`config.mk`:
```
export PLATFORM = sky130hd
export DESIGN_NAME = swu_slave
export DESIGN_NICKNAME = d
export VERILOG_FILES = /design/src/swu_pkg.sv /design/src/swu_stream_if.sv /design/src/swu_buf.sv /design/src/swu_slave.sv
export SDC_FILE = /design/constraint.sdc
export NUM_CORES = 1
export LEC_CHECK = 0
export ABC_CLOCK_PERIOD_IN_PS = 11200
export BUFFER_PORTS_ARGS = -buffer_cell sky130_fd_sc_hd__buf_2
export CORE_ASPECT_RATIO = 0.8
export CORE_MARGIN = 3
export CORE_UTILIZATION = 30
export DETAILED_ROUTE_END_ITERATION = 10
export SYNTH_ARGS = -nofsm -noshare
export SYNTH_HDL_FRONTEND = slang
export SYNTH_SLANG_ARGS = --single-unit
```
`constraint.sdc`:
```
create_clock -name core_clk -period 11.2 [get_ports core_clk]
set_clock_uncertainty 0.05 [all_clocks]
set_input_delay 0 -clock core_clk [delete_from_list [all_inputs] [get_ports core_clk]]
set_output_delay 0 -clock core_clk [all_outputs]
set_load 0.01 [all_outputs]
```
`src/swu_pkg.sv`:
```
package swu_pkg;
   localparam int          CLK_HZ       = 125_000_000;
   localparam int          MIN_BAUD     = 9000;
   // Bit time assumed until the first good datagram sets a measured one.
   localparam int          BIT_INIT     = CLK_HZ / MIN_BAUD;
   localparam int          CNT_W        = 20;
   localparam int          GAP_W        = CNT_W + 6;
   localparam int          GLITCH_CYC   = 16;
   localparam int          MIN_BIT_CYC  = 16;
   localparam int          TIMEOUT_BITS = 63;
   localparam int          RECOV_BITS   = 12;
   localparam int          HOLD_BITS    = 4;
   localparam int          DELAY_UNIT   = 8;
   localparam logic [7:0]  SYNC_BYTE    = 8'h05;
   localparam logic [7:0]  SYNC_PRELOAD = 8'ha0;
   localparam logic [6:0]  SYNC_IDX     = 7'h04;
   localparam logic [7:0]  CRC_POLY     = 8'h07;
   localparam logic [2:0]  WR_LAST      = 3'h6;
   localparam logic [2:0]  RD_LAST      = 3'h2;
   localparam int          TX_BYTES     = 7;
   localparam int          TX_BITS      = TX_BYTES * 10;
   localparam int          WR_W         = 39;

   typedef enum logic [3:0] {
      S_IDLE   = 4'h0,
      S_MEAS   = 4'h1,
      S_BYTE   = 4'h3,
      S_WAITB  = 4'h2,
      S_COMMIT = 4'h6,
      S_DELAY  = 4'h7,
      S_SEND   = 4'h5,
      S_HOLD   = 4'h4,
      S_RECOV  = 4'hc
   } swu_state_e;

   // Check byte update, one byte taken least significant bit first.
   function automatic logic [7:0] swu_crc(input logic [7:0] c,
                                          input logic [7:0] b);
      logic [7:0] r;
      r = c;
      for (int i = 0; i < 8; i++)
      begin
         r = {r[6:0], 1'b0} ^ (((r[7] ^ b[i]) == 1'b1) ? CRC_POLY : 8'h00);
      end
      return r;
   endfunction
endpackage

```
`src/swu_stream_if.sv`:
```
`timescale 1ns/1ps
interface swu_stream_if #(parameter int W = 39);
   logic         valid;
   logic         ready;
   logic [W-1:0] data;
   modport src (output valid, output data, input ready);
   modport snk (input valid, input data, output ready);
endinterface

```
`src/swu_buf.sv`:
```
`timescale 1ns/1ps
// Two-entry skid buffer: the second entry catches a word offered in the
// cycle the receiver stalls, so ready may be a flop without losing data.
module swu_buf
   import swu_pkg::*;
#(
   parameter int W = 39
)
(
   input  wire logic         core_clk,
   input  wire logic         rst,
   swu_stream_if.snk         in_s,
   output wire logic         out_valid,
   input  wire logic         out_ready,
   output wire logic [W-1:0] out_data
);
   logic         val_ff;
   logic         nxt_val;
   logic [W-1:0] dat_ff;
   logic [W-1:0] nxt_dat;
   logic         skv_ff;
   logic         nxt_skv;
   logic [W-1:0] skd_ff;
   logic [W-1:0] nxt_skd;

   always_comb
   begin
      nxt_val = val_ff;
      nxt_dat = dat_ff;
      nxt_skv = skv_ff;
      nxt_skd = skd_ff;
      if (out_ready || !val_ff)
      begin
         if (skv_ff)
         begin
            nxt_val = 1'b1;
            nxt_dat = skd_ff;
            nxt_skv = 1'b0;
         end
         else
         begin
            nxt_val = in_s.valid;
            nxt_dat = in_s.data;
         end
      end
      else if (in_s.valid && !skv_ff)
      begin
         nxt_skv = 1'b1;
         nxt_skd = in_s.data;
      end
   end

   always_ff @(posedge core_clk or posedge rst)
   begin
      if (rst)
      begin
         val_ff <= 1'b0;
         dat_ff <= '0;
         skv_ff <= 1'b0;
         skd_ff <= '0;
      end
      else
      begin
         val_ff <= nxt_val;
         dat_ff <= nxt_dat;
         skv_ff <= nxt_skv;
         skd_ff <= nxt_skd;
      end
   end

   assign in_s.ready = !skv_ff;
   assign out_valid  = val_ff;
   assign out_data   = dat_ff;
endmodule

```
`src/swu_slave.sv`:
```
`timescale 1ns/1ps
// Overview of operation
// - Every frame starts with sync byte whose upper nibble is zero.
// - Write: sync, access/address byte, four data bytes, check byte.
// - Bits least significant first; data word highest byte first.
// - Bit time is re-measured from the sync of every datagram.
// - Each byte has a low start bit and a high stop bit.
// - Bit time is a quarter of start-bit fall to fall between bits 2 and 3.
// - Gap over 63 bit times between start bits resets reception.
// - Idle pulse under 16 clocks is a glitch; needs 12 idle bits.
// - Check byte or framing errors recover like a glitch.
// - Each accepted write increments an 8-bit wrapping counter.
// - Read requests leave the datagram counter unchanged.
// - One shared line; device drives only while replying and during the hold after it.
// - Check byte is CRC x8+x2+x+1, zero start, LSB first.
// - Reply starts after delay of eight-bit-time multiples.
// - Line drivers released four bit times after last reply bit.
// - Top address bit: zero read, one write.
module swu_slave
   import swu_pkg::*;
#(
   parameter int BIT_RESET = BIT_INIT
)
(
   input  wire logic        core_clk,
   input  wire logic        rst,
   input  wire logic        wire_data_true_in,
   output wire logic        wire_data_true_out,
   output wire logic        wire_data_true_oe,
   input  wire logic [3:0]  reply_delay_setting,
   output wire logic        wr_valid,
   input  wire logic        wr_ready,
   output wire logic [6:0]  wr_addr,
   output wire logic [31:0] wr_data,
   output wire logic        rd_req,
   output wire logic [6:0]  rd_addr,
   input  wire logic [31:0] rd_data,
   output wire logic [7:0]  dgram_count
);
   logic              rx_s1_ff;
   logic              rx_s2_ff;
   logic              rx_prv_ff;
   logic              fall;
   logic              rise;
   swu_state_e        state_ff;
   swu_state_e        nxt_state;
   logic [CNT_W-1:0]  cnt_ff;
   logic [CNT_W-1:0]  nxt_cnt;
   logic [GAP_W-1:0]  gap_ff;
   logic [GAP_W-1:0]  nxt_gap;
   logic [CNT_W-1:0]  bit_ff;
   logic [CNT_W-1:0]  nxt_bit;
   logic [CNT_W-1:0]  good_ff;
   logic [CNT_W-1:0]  nxt_good;
   logic [6:0]        idx_ff;
   logic [6:0]        nxt_idx;
   logic [2:0]        byte_ff;
   logic [2:0]        nxt_byte;
   logic [7:0]        sh_ff;
   logic [7:0]        nxt_sh;
   logic [7:0]        crc_ff;
   logic [7:0]        nxt_crc;
   logic              edge_ff;
   logic              nxt_edge;
   logic              wr_ff;
   logic              nxt_wr;
   logic [6:0]        addr_ff;
   logic [6:0]        nxt_addr;
   logic [31:0]       data_ff;
   logic [31:0]       nxt_data;
   logic [TX_BITS-1:0] tx_ff;
   logic [TX_BITS-1:0] nxt_tx;
   logic              out_ff;
   logic              nxt_out;
   logic              oe_ff;
   logic              nxt_oe;
   logic              rdq_ff;
   logic              nxt_rdq;
   logic [7:0]        count_ff;
   logic [7:0]        nxt_count;
   logic [GAP_W-1:0]  lim63;
   logic [GAP_W-1:0]  lim12;
   logic [CNT_W-1:0]  meas;
   logic [CNT_W-1:0]  half;
   logic [2:0]        last;
   logic [6:0]        dly_bits;
   logic [7:0]        tb [TX_BYTES];
   logic [TX_BITS-1:0] frame;

   swu_stream_if #(.W(WR_W)) wq ();

   swu_buf #(.W(WR_W)) u_buf (
      .core_clk  (core_clk),
      .rst       (rst),
      .in_s      (wq.snk),
      .out_valid (wr_valid),
      .out_ready (wr_ready),
      .out_data  ({wr_addr, wr_data})
   );

   always_ff @(posedge core_clk or posedge rst)
   begin
      if (rst)
      begin
         rx_s1_ff  <= 1'b1;
         rx_s2_ff  <= 1'b1;
         rx_prv_ff <= 1'b1;
      end
      else
      begin
         rx_s1_ff  <= wire_data_true_in;
         rx_s2_ff  <= rx_s1_ff;
         rx_prv_ff <= rx_s2_ff;
      end
   end

   assign fall  = rx_prv_ff && !rx_s2_ff;
   assign rise  = !rx_prv_ff && rx_s2_ff;
   // Timeouts use the bit time of the last good datagram, not the one
   // being measured, so a bad sync cannot stretch its own timeout.
   assign lim63 = GAP_W'(good_ff) * GAP_W'(TIMEOUT_BITS);
   assign lim12 = GAP_W'(good_ff) * GAP_W'(RECOV_BITS);
   assign meas  = (cnt_ff + CNT_W'(1)) >> 2;
   assign half  = bit_ff >> 1;
   assign last  = wr_ff ? WR_LAST : RD_LAST;
   assign dly_bits = (reply_delay_setting == 4'h0) ? 7'(DELAY_UNIT)
                   : {reply_delay_setting, 3'h0};

   always_comb
   begin
      tb[0] = SYNC_BYTE;
      tb[1] = {1'b0, addr_ff};
      for (int i = 0; i < 4; i++)
      begin
         tb[2 + i] = rd_data[(3 - i) * 8 +: 8];
      end
      tb[TX_BYTES - 1] = 8'h00;
      for (int i = 0; i < TX_BYTES - 1; i++)
      begin
         tb[TX_BYTES - 1] = swu_crc(tb[TX_BYTES - 1], tb[i]);
      end
      for (int i = 0; i < TX_BYTES; i++)
      begin
         frame[i * 10 +: 10] = {1'b1, tb[i], 1'b0};
      end
   end

   always_comb
   begin
      nxt_state = state_ff;
      nxt_cnt   = cnt_ff;
      nxt_gap   = gap_ff;
      nxt_bit   = bit_ff;
      nxt_good  = good_ff;
      nxt_idx   = idx_ff;
      nxt_byte  = byte_ff;
      nxt_sh    = sh_ff;
      nxt_crc   = crc_ff;
      nxt_edge  = edge_ff;
      nxt_wr    = wr_ff;
      nxt_addr  = addr_ff;
      nxt_data  = data_ff;
      nxt_tx    = tx_ff;
      nxt_rdq   = 1'b0;
      nxt_count = count_ff;
      wq.valid  = 1'b0;
      wq.data   = {addr_ff, data_ff};
      case (state_ff)
         S_IDLE:
         begin
            nxt_crc  = 8'h00;
            nxt_byte = 3'h0;
            if (fall)
            begin
               nxt_state = S_MEAS;
               nxt_cnt   = '0;
               nxt_edge  = 1'b0;
            end
         end
         S_MEAS:
         begin
            nxt_cnt = cnt_ff + CNT_W'(1);
            if (rise && !edge_ff && cnt_ff < CNT_W'(GLITCH_CYC - 1))
            begin
               nxt_state = S_RECOV;
               nxt_gap   = '0;
            end
            else if (fall && !edge_ff)
               nxt_edge = 1'b1;
            else if (fall && meas < CNT_W'(MIN_BIT_CYC))
            begin
               nxt_state = S_RECOV;
               nxt_gap   = '0;
            end
            else if (fall)
            begin
               nxt_bit   = meas;
               nxt_state = S_BYTE;
               nxt_cnt   = (meas >> 1) - CNT_W'(1);
               nxt_idx   = SYNC_IDX;
               nxt_sh    = SYNC_PRELOAD;
               nxt_gap   = GAP_W'(cnt_ff);
            end
            else if (&cnt_ff)
            begin
               nxt_state = S_RECOV;
               nxt_gap   = '0;
            end
         end
         S_WAITB:
         begin
            nxt_gap = gap_ff + GAP_W'(1);
            if (gap_ff > lim63)
               nxt_state = S_IDLE;
            else if (fall)
            begin
               nxt_state = S_BYTE;
               nxt_gap   = '0;
               nxt_idx   = 7'h00;
               nxt_cnt   = half - CNT_W'(1);
            end
         end
         S_BYTE:
         begin
            nxt_gap = gap_ff + GAP_W'(1);
            if (gap_ff > lim63)
               nxt_state = S_IDLE;
            else if (cnt_ff != '0)
               nxt_cnt = cnt_ff - CNT_W'(1);
            else
            begin
               nxt_cnt = bit_ff - CNT_W'(1);
               nxt_idx = idx_ff + 7'h01;
               if (idx_ff == 7'h00)
               begin
                  if (rx_s2_ff)
                  begin
                     nxt_state = S_RECOV;
                     nxt_gap   = '0;
                  end
               end
               else if (idx_ff <= 7'h08)
                  nxt_sh = {rx_s2_ff, sh_ff[7:1]};
               else if (!rx_s2_ff)
               begin
                  nxt_state = S_RECOV;
                  nxt_gap   = '0;
               end
               else
               begin
                  nxt_state = S_WAITB;
                  nxt_byte  = byte_ff + 3'h1;
                  nxt_crc   = swu_crc(crc_ff, sh_ff);
                  if (byte_ff == 3'h0 && sh_ff != SYNC_BYTE)
                  begin
                     nxt_state = S_RECOV;
                     nxt_gap   = '0;
                  end
                  else if (byte_ff == 3'h1)
                  begin
                     nxt_wr   = sh_ff[7];
                     nxt_addr = sh_ff[6:0];
                  end
                  else if (byte_ff != last)
                     nxt_data = {data_ff[23:0], sh_ff};
                  else if (sh_ff != crc_ff)
                  begin
                     nxt_state = S_RECOV;
                     nxt_gap   = '0;
                  end
                  else
                  begin
                     nxt_good = bit_ff;
                     if (wr_ff)
                        nxt_state = S_COMMIT;
                     else
                     begin
                        nxt_state = S_DELAY;
                        nxt_rdq   = 1'b1;
                        nxt_idx   = 7'h00;
                     end
                  end
               end
            end
         end
         S_COMMIT:
         begin
            wq.valid = 1'b1;
            if (wq.ready)
            begin
               nxt_count = count_ff + 8'h01;
               nxt_state = S_IDLE;
            end
         end
         S_DELAY:
         begin
            if (cnt_ff != '0)
               nxt_cnt = cnt_ff - CNT_W'(1);
            else if (idx_ff >= dly_bits - 7'h01)
            begin
               nxt_state = S_SEND;
               nxt_tx    = frame;
               nxt_idx   = 7'h00;
               nxt_cnt   = bit_ff - CNT_W'(1);
            end
            else
            begin
               nxt_idx = idx_ff + 7'h01;
               nxt_cnt = bit_ff - CNT_W'(1);
            end
         end
         S_SEND:
         begin
            if (cnt_ff != '0)
               nxt_cnt = cnt_ff - CNT_W'(1);
            else
            begin
               nxt_cnt = bit_ff - CNT_W'(1);
               nxt_tx  = {1'b1, tx_ff[TX_BITS-1:1]};
               nxt_idx = idx_ff + 7'h01;
               if (idx_ff == 7'(TX_BITS - 1))
               begin
                  nxt_state = S_HOLD;
                  nxt_idx   = 7'h00;
               end
            end
         end
         S_HOLD:
         begin
            if (cnt_ff != '0)
               nxt_cnt = cnt_ff - CNT_W'(1);
            else
            begin
               nxt_cnt = bit_ff - CNT_W'(1);
               nxt_idx = idx_ff + 7'h01;
               if (idx_ff == 7'(HOLD_BITS - 1))
                  nxt_state = S_IDLE;
            end
         end
         S_RECOV:
         begin
            if (!rx_s2_ff)
               nxt_gap = '0;
            else if (gap_ff >= lim12)
               nxt_state = S_IDLE;
            else
               nxt_gap = gap_ff + GAP_W'(1);
         end
         default:
            nxt_state = S_IDLE;
      endcase
      nxt_oe  = (nxt_state == S_SEND) || (nxt_state == S_HOLD);
      nxt_out = (nxt_state == S_SEND) ? nxt_tx[0] : 1'b1;
   end

   always_ff @(posedge core_clk or posedge rst)
   begin
      if (rst)
      begin
         state_ff <= S_IDLE;
         cnt_ff   <= '0;
         gap_ff   <= '0;
         bit_ff   <= CNT_W'(BIT_RESET);
         good_ff  <= CNT_W'(BIT_RESET);
         idx_ff   <= 7'h00;
         byte_ff  <= 3'h0;
         sh_ff    <= 8'h00;
         crc_ff   <= 8'h00;
         edge_ff  <= 1'b0;
         wr_ff    <= 1'b0;
         addr_ff  <= 7'h00;
         data_ff  <= 32'h0;
         tx_ff    <= '1;
         out_ff   <= 1'b1;
         oe_ff    <= 1'b0;
         rdq_ff   <= 1'b0;
         count_ff <= 8'h00;
      end
      else
      begin
         state_ff <= nxt_state;
         cnt_ff   <= nxt_cnt;
         gap_ff   <= nxt_gap;
         bit_ff   <= nxt_bit;
         good_ff  <= nxt_good;
         idx_ff   <= nxt_idx;
         byte_ff  <= nxt_byte;
         sh_ff    <= nxt_sh;
         crc_ff   <= nxt_crc;
         edge_ff  <= nxt_edge;
         wr_ff    <= nxt_wr;
         addr_ff  <= nxt_addr;
         data_ff  <= nxt_data;
         tx_ff    <= nxt_tx;
         out_ff   <= nxt_out;
         oe_ff    <= nxt_oe;
         rdq_ff   <= nxt_rdq;
         count_ff <= nxt_count;
      end
   end

   assign wire_data_true_out = out_ff;
   assign wire_data_true_oe  = oe_ff;
   assign rd_req             = rdq_ff;
   assign rd_addr            = addr_ff;
   assign dgram_count        = count_ff;
endmodule

```
; ---- Word-level counts from Yosys, hierarchy flattened
; Cells that the tools add are included.
[word_totals]
register_bits = 317
in_bits = 40
output_inout_bits = 58
[classes]
add_sub_neg = 10
mul = 2
magnitude_cmp = 6
eq_ne = 37
muxes = 177
bitwise_logic = 107
reduce_logical = 43
[ops]
columns = cell, n
row1 = 26-bit 2-to-1 mux, 19
row2 = 8-bit by 3-bit XOR with 8-bit output, 47
row3 = 70-bit 2-to-1 mux, 3
row4 = 20-bit 2-to-1 mux, 9
row5 = 3-bit 2-to-1 mux, 54
row6 = 7-bit 2-to-1 mux, 22
row7 = 70-bit case mux with 2 select lines, 1
row8 = 4-bit 2-to-1 mux, 27
row9 = 8-bit 2-to-1 mux, 13
row10 = 26-bit case mux with 4 select lines, 1
row11 = 20-bit case mux with 5 select lines, 1
row12 = 1-bit XOR, 46
row13 = 7-bit case mux with 6 select lines, 1
row14 = 39-bit 2-to-1 mux, 1
row15 = "2-bit inequality test, second input constant", 18
row16 = 4-bit case mux with 9 select lines, 1
row17 = "17-bit by 1-bit subtractor with 18-bit output, second input constant", 2
row18 = 8-bit case mux with 2 select lines, 2
row19 = "26-bit by 1-bit adder with 26-bit output, second input constant", 1
row20 = 26-bit by 22-bit greater-or-equal comparator with 1-bit output, 1
row21 = 26-bit by 24-bit greater-than comparator with 1-bit output, 1
row22 = "4-bit by 3-bit equality test with 1-bit output, second input constant", 6
row23 = "18-bit by 6-bit multiplier with 24-bit output, second input constant", 1
row24 = "20-bit by 1-bit adder with 20-bit output, second input constant", 1
row25 = 48 further kinds, 103

; ---- Logic depth before layout (Yosys ltp)
[depth]
depth_word = 122
mapped_depth = 29

; ---- Cells and area by module
; From an unflattened synthesis, not the netlist that was laid out.
[unflattened]
cells_unflattened = 2241
area_unflattened_um2 = 22017.4
[modules_own_cells]
columns = mod, instances, cells_each, area_per_inst_um2, seq_area_each_um2
row1 = swu_slave, 1, 2023, 18574.1, 6035.8
row2 = swu_buf, 1, 218, 3443.3, 2001.9

; ---- Worst setup path after synthesis
; Ideal clock, no wire load.
[synth_timing]
path_kind = reg2reg
startpoint = reg good_ff[3]
endpoint = reg good_ff[0]
t_arrival_ps = 6800
required_ps = 11025
slack_ps = 4225
path_stages_with_launch = 29
n_path_buf = 2
cell_sequence = dfrtp_1 inv_1 fa_1 fa_1 fa_1 inv_1 ha_1 a21o_1 a21oi_1 o21bai_1 a21oi_1 o21bai_1 a211o_1 a31oi_1 o21bai_1 xnor2_1 ha_1 a21o_1 a21o_1 a21o_1 a21o_1 a2111oi_4 o311a_2 nor2_2 or3_4 or2_1 buf_6 buf_6 mux2_4
[synth_between]
elab_chain_len = 4
[synth_lines]
columns = item, line
row1 = from (decl), swu_slave.sv:53  ; logic [CNT_W-1:0] good_ff;
row2 = from (signal assigned), swu_slave.sv:364  ; good_ff <= CNT_W'(BIT_RESET);
row3 = from (signal assigned), swu_slave.sv:385  ; good_ff <= nxt_good;
row4 = 18-bit by 6-bit multiplier with 24-bit output, swu_slave.sv:121  ; assign lim63 = GAP_W'(good_ff) * GAP_W'(TIMEOUT_BITS);
row5 = 26-bit by 24-bit greater-than comparator with 1-bit output, swu_slave.sv:226  ; if (gap_ff > lim63)
row6 = 1-bit inverter (no source line), n/a
row7 = 10-bit AND reduction (no source line), n/a
; No other way between the ends.
; A chain may end at the register's enable or synchronous reset.

; ---- Worst setup path after layout
; Same ends and word-level chain as after synthesis.

==> reports/metrics.csv <==
stage;metric;value;unit
layout;Layout Area Growth over Synthesis;12.80;%
layout;storage element area;8039;sq um
power;LEAKAGE;0.01104;uW
layout;nets@finish;2521;
global_routing;vias in the first global route;16310;
drt;DR WL met3;3090;um
clock_tree;TritonCTS clock tree;yes;
worst_setup_path;Largest stage delay, worst path;610;ps
floorplanning;Die H;246.6;um
worst_setup_path;CP Data Required Time;11550;ps
run_status;status;completed;
timing;RSZ-0062 raised after global routing;false;
timing;setup violators final;0;
job;max-cap check violation count;0;
place;PortBufs;97;
drt;DR pass1 iterations;5;
logic_synthesis;EDFF count, synth;0;
global_routing;Total Routing Usage GR;14.35;%
logic_synthesis;library cells used by synthesis;91;
clock_tree;Worst-Skew Late Latency;530;ps
drt;number of DRC markers in iteration 0;1381;
logic_synthesis;Most used DFF post-synth;dfrtp_1;
timing;max_slew headroom;29.79;%
global_routing;initial antenna violation count;1;
clock_tree;clk sink count;317;
power;Max IR drop VDD;0.1027;mV
drt;WL/cell;16.79;um
floorplanning;row count;87;
drt;vias per cell;5.104;
logic_synthesis;Synth Cell Area;21700;sq um
worst_setup_path;CP arrival;8380;ps
timing;worst slew pin tran;1049;ps
clock_tree;root buf cell;clkbuf_16;
layout;number of filler cells placed in the layout;7155;
worst_setup_path;slowest cell on the critical path;or2_1;
worst_setup_path;critical path type;flop to flop;
timing;Final Max Tran Viols;0;
timing;Hold Slack;81.42;ps
layout;most frequent cells in the layout;dfrtp_1 (232), nor2_1 (192), nand2_1 (180), inv_1 (153), xnor2_1 (144);
logic_synthesis;asr flop ratio synth;100.0;%
logic_synthesis;Syn Inst Count;2266;
worst_hold_path;hold crit path type;input pin to async pin;
worst_setup_path;peak fanout along the critical path;18;
worst_setup_path;Most common cell on crit path;a21o_1;
floorplanning;die width;306.7;um
logic_synthesis;synth warn;0;
clock_tree;# resized after CTS;0;
timing;fin crit share;71.66;%
place;Final HPWL DP;38920;um
timing;setup tns final;0;ps
layout;commonest non-fill, non-tap cell in the layout;dfrtp_1;
clock_tree;Clock transition at path regs;70;ps
drt;Post-DRT Antenna Nets;0;
global_routing;largest net degree at the start of global routing;107;
logic_synthesis;post-synthesis sequential area ratio;37.04;%
floorplanning;DIE AREA;75620;sq um
power;Pwr Density;196.3;nW/um^2
timing;min Tclk post-route;8026;ps
clock_tree;CTS buffer count;35;
logic_synthesis;Post-Syn Nets;2470;
logic_synthesis;Avg Synthesized Cell Area;9.577;sq um
floorplanning;Core Region;71080;sq um
drt;via total after detailed routing;16710;
floorplanning;Initial Util;30.53;%
clock_tree;CTS max path bufs;3;
drt;wirelength, routed;55000;um
layout;layout cells sized above 1;16.54;%
timing;Fmax;124.6;MHz
clock_tree;setup repair bufs after CTS;0;
drt;Top Layer Used;met4;
logic_synthesis;FF+latch count, synth;317;
place;RD Place Congestion;0.8650;
timing;Final Hold Fails;0;
worst_setup_path;Critical Path Sink Type;flop;
drt;M1 wire length;27430;um
global_routing;grt total ovfl;0;
floorplanning;I/O pin count;98;
drt;met2 wire length;23610;um
drt;Remaining DRCs;0;
clock_tree;H-tree Lvls;2;
layout;area occupied by multi-input gates;12560;sq um
global_routing;global-route wire length before repair;89770;um
worst_setup_path;Worst setup SP type;flop;
path summary, 6_finish.rpt:
path	start	to	slack (ps)	cells past startpoint
setup / recovery	good_ff[3]	good_ff[0]	3170	26
hold / removal	rst	u_buf.out_data[29]	80	3
setup reg to reg	good_ff[3]	good_ff[0]	3170	26
hold reg to reg	rx_s1_ff	rx_s2_ff	300	0
max in group asynchronous	rst	crc_ff[3]	9570	4
min in group core_clk	wire_data_true_in	rx_s1_ff	80	2
synth_stat cells, drive strengths merged (12+ instances only):
library cell	n	area, sq um
dfrtp	233	5831
nor2	194	730.7
nand2	181	679.4
inv	154	578.1
xnor2	144	1261
o21ai	137	685.7
ha	114	1426
clkbuf	108	407.9
mux2	98	1141
a21oi	93	465.5
dfstp	84	2207
xor2	84	735.7
nand3	55	280.3
a221oi	51	446.7
fa	50	1001
mux2i	46	460.4
buf	32	175.2
nor3	32	165.2
nor4	31	236.5
a21o	25	187.7
o22ai	23	143.9
and3	22	137.6
nand4	21	143.9
o31ai	18	135.1
nand2b	17	106.4
or3	17	116.4
a22o	14	122.6
a22oi	12	90.09
a32oi	12	105.1
nor2b	12	75.07
critical path, delay by kind of cell, from the launching register on:
kind / cells / cell delay [ps]
xor+xnor: 1 / 140
compound gates: 14 / 3070
flops: 1 / 470
fa+ha+maj: 5 / 2290
simple gates: 3 / 1250
buf+inv: 2 / 140
mux: 1 / 450
report_power, final:
group	switching (uW)	internal (uW)
clock	480	670
sequential	251	1390
combinational	1240	779
total	1970	2840
timing repair:
item	in CTS	in global routing
hold buffers	35	0
endpoints found under the hold margin	125	0
endpoints found under the setup margin	0	0
per-stage QoR:
step                std cells  total power [uW]  utilization (%)  setup slack (ps)  instance area, sq um
floorplan                2266              3098                -              2518                 21700
global placement         3179              3609            32.37              3258                 23010
detailed placement       3179              3621            32.37              3168                 23010
CTS                      3274              4803            34.44              3139                 24480
global route             3274              5130            34.44              2683                 24480
finish                   3275              4807            34.44              3174                 24480
routing by layer:
metal,global-route usage [%],vias to the layer above
li1,-,8050
met1,21.87,8170
met2,21.48,420
met3,1.968,74
met4,2.962,0
met5,0,-
cell type report:
type	instances	share of cell area (%)
clock inverters	5	0.2811
flip-flops and latches	317	32.84
multi-input cells	1655	51.32
diodes	1	0.01022
well taps	934	4.774
inverters	154	2.392
repair buffers	154	4.089
clock buffers	55	4.299
registers in the layout, indices dropped and copies added (netlist names), 18 cells and up:
name            flops
bit_ff             18
cnt_ff             20
data_ff            32
gap_ff             26
good_ff            18
tx_ff              70
u_buf.out_data     39
u_buf.skd_ff       39
kinds of logic (layout without fill, tap and decap cells):
group                    after synthesis  in the layout  synth area share (%)
flip-flops                           317            317                 37.04
buffers and inverters                294            368                 5.350
multiplexers                         144            144                 7.380
AND/OR/NAND/NOR                      618            618                 13.63
AO/OA/AOI/OAI                        493            493                 15.37
adder cells (fa/ha/maj)              164            164                 11.18
XOR/XNOR                             236            236                 10.04
other                                  0              1                     0
Note: power is estimated with default switching activity, not from simulation.
